[src/core/hppc_consts.svh]
`ifndef HPPC_CONSTS_SVH
`define HPPC_CONSTS_SVH

// polarity bit value meaning active-low sense
`define HPPC_POL_LOW 1'b0
// reset values of configuration
`define HPPC_RST_DIR 3'h0
`define HPPC_RST_DOUT 3'h0
// bit positions of the three port lines in the gpio vectors
`define HPPC_B13 0
`define HPPC_B14 1
`define HPPC_B15 2
`endif

[src/core/hppc_pkg.sv]
package hppc_pkg;
  // pin function selected for the host port
  typedef enum logic [1:0] {
    HPPC_FN_GPIO = 2'b00,
    HPPC_FN_HOST = 2'b01,
    HPPC_FN_OFF = 2'b10
  } hppc_fn_e;
  // polarity bits, 1 means active-high sense
  typedef struct packed {
    logic cs_pol;
    logic req_pol;
    logic rrq_pol;
    logic ack_pol;
  } hppc_pol_s;
  // bus shape settings from the host port control register
  typedef struct packed {
    hppc_fn_e fn;
    logic mux_bus;
    logic dual_req;
    logic req_od;
    logic gpio14_en;
  } hppc_cfg_s;
  // one two-way pin at the device edge
  typedef struct packed {
    logic o;
    logic oe;
  } hppc_pin_s;
endpackage

[src/core/hppc_pol_sync.sv]
`timescale 1ns/1ps
`include "hppc_consts.svh"
// polarity stage: xor the inverted configuration bit with the active-high signal
module hppc_pol_sync #(
  parameter int WIDTH = 1
) (
  input wire logic mclk,
  input wire logic sys_rst,
  input wire logic [WIDTH-1:0] pol_in,
  input wire logic [WIDTH-1:0] raw,
  output logic [WIDTH-1:0] conv
);
  // registered conversion; pol low means pin active-low
  always_ff @(posedge mclk) begin
    if (sys_rst) begin
      conv <= '0;
    end else begin
      conv <= raw ^ ~pol_in;
    end
  end
endmodule

[src/core/hppc_top.sv]
`timescale 1ns/1ps
`include "hppc_consts.svh"
// pin function and polarity logic for chip select, requests, acknowledge
module hppc_top (
  input wire logic mclk,
  input wire logic sys_rst,
  input hppc_pkg::hppc_cfg_s cfg_in,
  input wire logic cfg_we,
  input hppc_pkg::hppc_pol_s pol_in,
  input wire logic pol_we,
  input wire logic [2:0] dir_in,
  input wire logic dir_we,
  input wire logic [2:0] gpio_dout_in,
  input wire logic dout_we,
  input wire logic req_int,
  input wire logic rrq_int,
  input wire logic pin13_in,
  input wire logic pin14_in,
  input wire logic pin15_in,
  output hppc_pkg::hppc_pin_s pin14_drv,
  output hppc_pkg::hppc_pin_s pin15_drv,
  output hppc_pkg::hppc_pin_s pin13_drv,
  output logic host_chip_select,
  output logic host_addr_line_ten,
  output logic host_acknowledge_in,
  output logic [2:0] gpio_din,
  output hppc_pkg::hppc_cfg_s cfg_q,
  output hppc_pkg::hppc_pol_s pol_q
);
  import hppc_pkg::*;

  logic [2:0] host_direction_reg; // 1 = output
  logic [2:0] gpio_dout; // gpio output latches
  logic host_mode; // host function selected
  logic gpio_mode; // lines 13 and 15 general-purpose
  logic [1:0] req_conv; // request pair after polarity
  logic req_d; // tx/single request pin value
  logic rrq_d; // receive request pin value
  logic req_oe_d; // request pin enable
  logic rrq_oe_d; // receive request pin enable
  logic [2:0] gpio_ok; // per-line gpio availability
  logic [2:0] pins_in; // gathered pin inputs
  logic [1:0] sel_pol; // polarity bits for requests

  assign host_mode = (cfg_q.fn == HPPC_FN_HOST);
  assign gpio_mode = (cfg_q.fn == HPPC_FN_GPIO);
  assign pins_in = {pin15_in, pin14_in, pin13_in};
  assign sel_pol = {pol_q.rrq_pol, pol_q.req_pol};

  // host port control register
  always_ff @(posedge mclk) begin
    if (sys_rst) begin
      cfg_q <= '{fn: HPPC_FN_GPIO, mux_bus: 1'b0, dual_req: 1'b0,
                 req_od: 1'b0, gpio14_en: 1'b0};
    end else if (cfg_we) begin
      cfg_q <= cfg_in;
    end
  end

  // polarity bits, reset to active-low sense
  always_ff @(posedge mclk) begin
    if (sys_rst) begin
      pol_q <= '{`HPPC_POL_LOW, `HPPC_POL_LOW, `HPPC_POL_LOW, `HPPC_POL_LOW};
    end else if (pol_we) begin
      pol_q <= pol_in;
    end
  end

  // direction register
  always_ff @(posedge mclk) begin
    if (sys_rst) begin
      host_direction_reg <= `HPPC_RST_DIR;
    end else if (dir_we) begin
      host_direction_reg <= dir_in;
    end
  end

  // gpio output latches
  always_ff @(posedge mclk) begin
    if (sys_rst) begin
      gpio_dout <= `HPPC_RST_DOUT;
    end else if (dout_we) begin
      gpio_dout <= gpio_dout_in;
    end
  end

  // request polarity conversion, registered
  hppc_pol_sync #(
    .WIDTH(2)
  ) u_req_pol (
    .mclk(mclk),
    .sys_rst(sys_rst),
    .pol_in(sel_pol),
    .raw({rrq_int, req_int}),
    .conv(req_conv)
  );

  // per-line general-purpose availability
  always_comb begin
    gpio_ok[`HPPC_B13] = gpio_mode;
    gpio_ok[`HPPC_B15] = gpio_mode;
    gpio_ok[`HPPC_B14] = cfg_q.mux_bus && cfg_q.gpio14_en;
  end

  // request pin values and enables
  always_comb begin
    req_d = 1'b0;
    rrq_d = 1'b0;
    req_oe_d = 1'b0;
    rrq_oe_d = 1'b0;
    if (host_mode) begin
      // single request or transmit request on the same pin
      req_d = req_conv[0];
      // open drain: drive only when pulling low
      req_oe_d = cfg_q.req_od ? ~req_conv[0] : 1'b1;
      if (cfg_q.dual_req) begin
        rrq_d = req_conv[1];
        rrq_oe_d = cfg_q.req_od ? ~req_conv[1] : 1'b1;
      end
    end
  end

  // pin14 drive: host request, or gpio
  always_ff @(posedge mclk) begin
    if (sys_rst) begin
      pin14_drv <= '0;
    end else if (host_mode && !gpio_ok[`HPPC_B14]) begin
      pin14_drv <= '{o: req_d, oe: req_oe_d};
    end else begin
      pin14_drv <= '{o: gpio_dout[`HPPC_B14],
                     oe: gpio_ok[`HPPC_B14] & host_direction_reg[`HPPC_B14]};
    end
  end

  // pin15 drive: receive request in dual host mode, undriven in single host mode, else gpio
  always_ff @(posedge mclk) begin
    if (sys_rst) begin
      pin15_drv <= '0;
    end else if (host_mode) begin
      pin15_drv <= '{o: rrq_d, oe: rrq_oe_d};
    end else begin
      pin15_drv <= '{o: gpio_dout[`HPPC_B15],
                     oe: gpio_ok[`HPPC_B15] & host_direction_reg[`HPPC_B15]};
    end
  end

  // pin13 is never driven in host mode, input only
  always_ff @(posedge mclk) begin
    if (sys_rst) begin
      pin13_drv <= '0;
    end else begin
      pin13_drv <= '{o: gpio_dout[`HPPC_B13],
                     oe: gpio_ok[`HPPC_B13] & host_direction_reg[`HPPC_B13]};
    end
  end

  // pin13 as chip select or address ten
  always_ff @(posedge mclk) begin
    if (sys_rst) begin
      host_chip_select <= 1'b0;
      host_addr_line_ten <= 1'b0;
    end else begin
      host_chip_select <= host_mode && !cfg_q.mux_bus
                          && (pin13_in ^ ~pol_q.cs_pol);
      host_addr_line_ten <= host_mode && cfg_q.mux_bus && pin13_in;
    end
  end

  // acknowledge on pin15 in single-request host mode
  always_ff @(posedge mclk) begin
    if (sys_rst) begin
      host_acknowledge_in <= 1'b0;
    end else begin
      host_acknowledge_in <= host_mode && !cfg_q.dual_req
                             && (pin15_in ^ ~pol_q.ack_pol);
    end
  end

  // gpio input sampling, zero when unavailable
  always_ff @(posedge mclk) begin
    if (sys_rst) begin
      gpio_din <= '0;
    end else begin
      gpio_din <= pins_in & gpio_ok;
    end
  end
endmodule

[config.mk]
export PLATFORM = sky130hd
export DESIGN_NAME = hppc_top
export DESIGN_NICKNAME = d
export VERILOG_FILES = /design/src/core/hppc_pkg.sv /design/src/core/hppc_pol_sync.sv /design/src/core/hppc_top.sv
export VERILOG_INCLUDE_DIRS = /design/src /design/src/core
export SDC_FILE = /design/constraint.sdc
export NUM_CORES = 1
export LEC_CHECK = 0
export BUFFER_PORTS_ARGS = -buffer_cell sky130_fd_sc_hd__buf_2
export CAP_MARGIN = 20
export CELL_PAD_IN_SITES_DETAIL_PLACEMENT = 2
export CELL_PAD_IN_SITES_GLOBAL_PLACEMENT = 2
export CORE_MARGIN = 2
export CORE_UTILIZATION = 23
export DETAILED_ROUTE_END_ITERATION = 10
export PLACE_DENSITY = 0.83
export SYNTH_ARGS = -nofsm -noshare
export SYNTH_HDL_FRONTEND = slang
export SYNTH_SLANG_ARGS = --single-unit
[constraint.sdc]
create_clock -name mclk -period 1 [get_ports mclk]
set_input_delay 0.2 -clock mclk [delete_from_list [all_inputs] [get_ports mclk]]
set_output_delay 0.2 -clock mclk [all_outputs]
set_load 0.01 [all_outputs]
==> results.toml <==
[die]
die_w_um = 71.7
row_count = 24
dieHeight_um = 71.7
start_util_pct = 24.1
die_area_sq_mm = 0.00514
ioPinCount = 49
core-area_sq_mm = 0.00438

[grt]
globalRouteOverflowTotal = 0
grt_pass1_vias = 1034
antenna_found_initial = 0
grt_pass1_wl_um = 5210
grt_max_degree = 15
grt_util_all_layers_pct = 13.5

[power_and_ir_drop]
p_seq_share_pct = 47.5
total_power_mw = 2.75
p_leak_nw = 0.790
p_sw_uw = 628
comb_power_share_pct = 11.9
pwr_density_cell_mw_per_mm2 = 1720
peakVddDrop_mv = 0.654
switching_share_pct = 22.8
internal-power_mw = 2.12
clkPwrFrac_pct = 40.7

[route]
firstDrtPassIters = 4
routedWlPerCell_um = 15.8
routed-via-count = 936
drc_errors = 0
vias_per_cell = 4.42
drt_wl_total_um = 3350
antenna_left = 0
dr.first_iter.drc_count = 32

[place]
place_ws_ns = 0.00310
place_congestion = 0.736
numPortBuffers = 48
dp_hpwl_um = 2450

[timing]
timing.hold.ws_ns = 0.160
hold_viol = 0
fin_ws_ns = -0.0396
rsz0062_at_grt = "true"
slew-limit-headroom_pct = 76.9
finalSetupViolations = 1
post-route-period-util_pct = 104
drv_slew = 0
worstMarginPinSlew_ns = 0.344
fmax_mhz = 962
clock_skew_ns = 0.00410
min_period_ns = 1.04

[worst_setup_path]
path_max_fanout = 4
cp.arrival_ns = 0.84
cp-end-kind = "primary output"
critPathLaunchType = "flip-flop"
worstSetupPathType = "reg -> out"
cp_data_required_time_ns = 0.80

[logic_synthesis]
ys_seq_area_share_pct = 56.9
ys_seq_elements = 30
yosysWarningCount = 0
synthesis.nets = 125
syn_area_per_cell_sq_um = 10.8
synth_area_sq_mm = 0.00105
synth-edff-count = 0
netlist_top_cells_area = "dfxtp_1 57%, mux2i_1 16%, nor2_1 6.4%, xor2_1 3.3%, buf_2 1.9%"
netlist.area_leader.share_pct = 56.9
synth_cell_types = 21
yosys_most_used_dff = "dfxtp_1"
async_flop_share_pct = 0
post-synth-top-count-cell = "dfxtp_1"
yosysTopAreaCell = "dfxtp_1"
syn_inst = 98
yosys-top-cells-count = "30 x dfxtp_1, 18 x nor2_1, 17 x mux2i_1"

[hold_path]
min_path_type = "in -> reg"

[finish]
nets = 186
reg.largest.list = "cfg_q x6, pol_q x4"
synthToLayoutAreaGrowth_pct = 51.8
final_layout_size_suffix_gt1_share_pct = 51.2
antenna_cells = 0
regMostFlops = "cfg_q"
largest_reg_flops = 6

[cts]
cts-buffers-inserted = 5
tritoncts = "done"
cts_root_buf = "clkbuf_8"
cts_sinks = 30
htree_levels = 2
ctsHoldBuffers = 0
cts_buffer_depth = 2
clock_latency_ns = 0.28
clkTransAtPathRegs_ns = 0.06

[run_status]
violations = "setup timing"
status = "finished, violations left"

[run]
maxCapViolCount = 0
-- metal layers --
metal  up-vias  share of wire [%]  GRT usage, %
met4         0                1.7          6.29
met1       443                 40          14.5
met2        37                 53          24.0
met3         7                5.7          4.22
met5         -                  0             0
li1        449                  -             -
-- cells by family after synthesis --
logic type             share of synthesized area, %
AND/OR/NAND/NOR                                18.0
buffers and inverters                          2.25
AO/OA/AOI/OAI                                  3.32
multiplexers                                   16.1
XOR/XNOR                                       3.32
flip-flops                                     56.9
-- area by class of cell --
cell class	count	area (sq um)
Tap cell	52	65.1
Clock buffer	8	110
Fill cell	483	2780
Multi-Input combinational cell	63	440
Sequential cell	30	628
Timing Repair Buffer	59	358
-- layout by cell type, fill, tap and decap left out --
cell	n
dfxtp_2	4
dfxtp_4	6
a21oi_1	1
nor3_1	3
a31oi_1	1
nor4_1	1
nand2b_1	2
and2b_2	1
mux2i_1	17
nand2_1	3
nand2b_4	1
a21oi_2	2
xor2_1	4
and4b_1	1
dfxtp_1	20
nand3_1	1
nor4_2	1
nor2b_1	1
nand4b_1	1
buf_2	43
buf_4	10
and2_1	3
a221o_1	1
clkbuf_8	8
nor2_1	18
buf_6	6
-- per-stage QoR --
step                      util (%)  cells  setup TNS, ns  area, sq um
after floorplan                  -     98              0         1060
after global placement        31.0    196              0         1360
after detailed placement      31.0    196              0         1360
after CTS                     35.1    208        -0.0472         1540
after global routing          36.5    212         -0.286         1600
final                         36.5    212        -0.0396         1600
-- timing repair --
item	in CTS	in global routing
endpoints found under the setup margin	12	14
buffers inserted	4	4
resized for setup	16	8
pin swaps	0	2
-- critical path, cell delays in order (launching register included) --
cell	delay [ns]
dfxtp_2	0.33
buf_6	0.12
buf_6	0.11
-- power by group through the flow --
| stage | Clock [mW] | Combinational [mW] | Sequential [mW] |
|---|---|---|---|
| 4_1_cts | 1.14 | 0.306 | 1.31 |
| 5_1_grt | 1.22 | 0.361 | 1.31 |
| 3_5_place_dp | 0 | 0.279 | 1.34 |
| 6_report | 1.12 | 0.327 | 1.31 |
| 3_3_place_gp | 0 | 0.264 | 1.33 |
| 2_1_floorplan | 0 | 0.125 | 1.34 |
-- worst paths after layout --
check / from / to / slack [ns] / depth (start not counted)
worst min-delay path: pol_in[1] / pol_q[1]$_SDFFE_PP0P_ / 0.16 / 3
worst max register to register: cfg_q[5]$_SDFFE_PP0P_ / pin13_drv[0]$_SDFF_PP0_ / 0.01 / 3
worst max-delay path: cfg_q[5]$_SDFFE_PP0P_ / cfg_q[5] / -0.04 / 2
worst min register to register: host_direction_reg[0]$_SDFFE_PP0P_ / pin13_drv[0]$_SDFF_PP0_ / 0.47 / 1
Note: power is estimated with default switching activity, not from simulation.
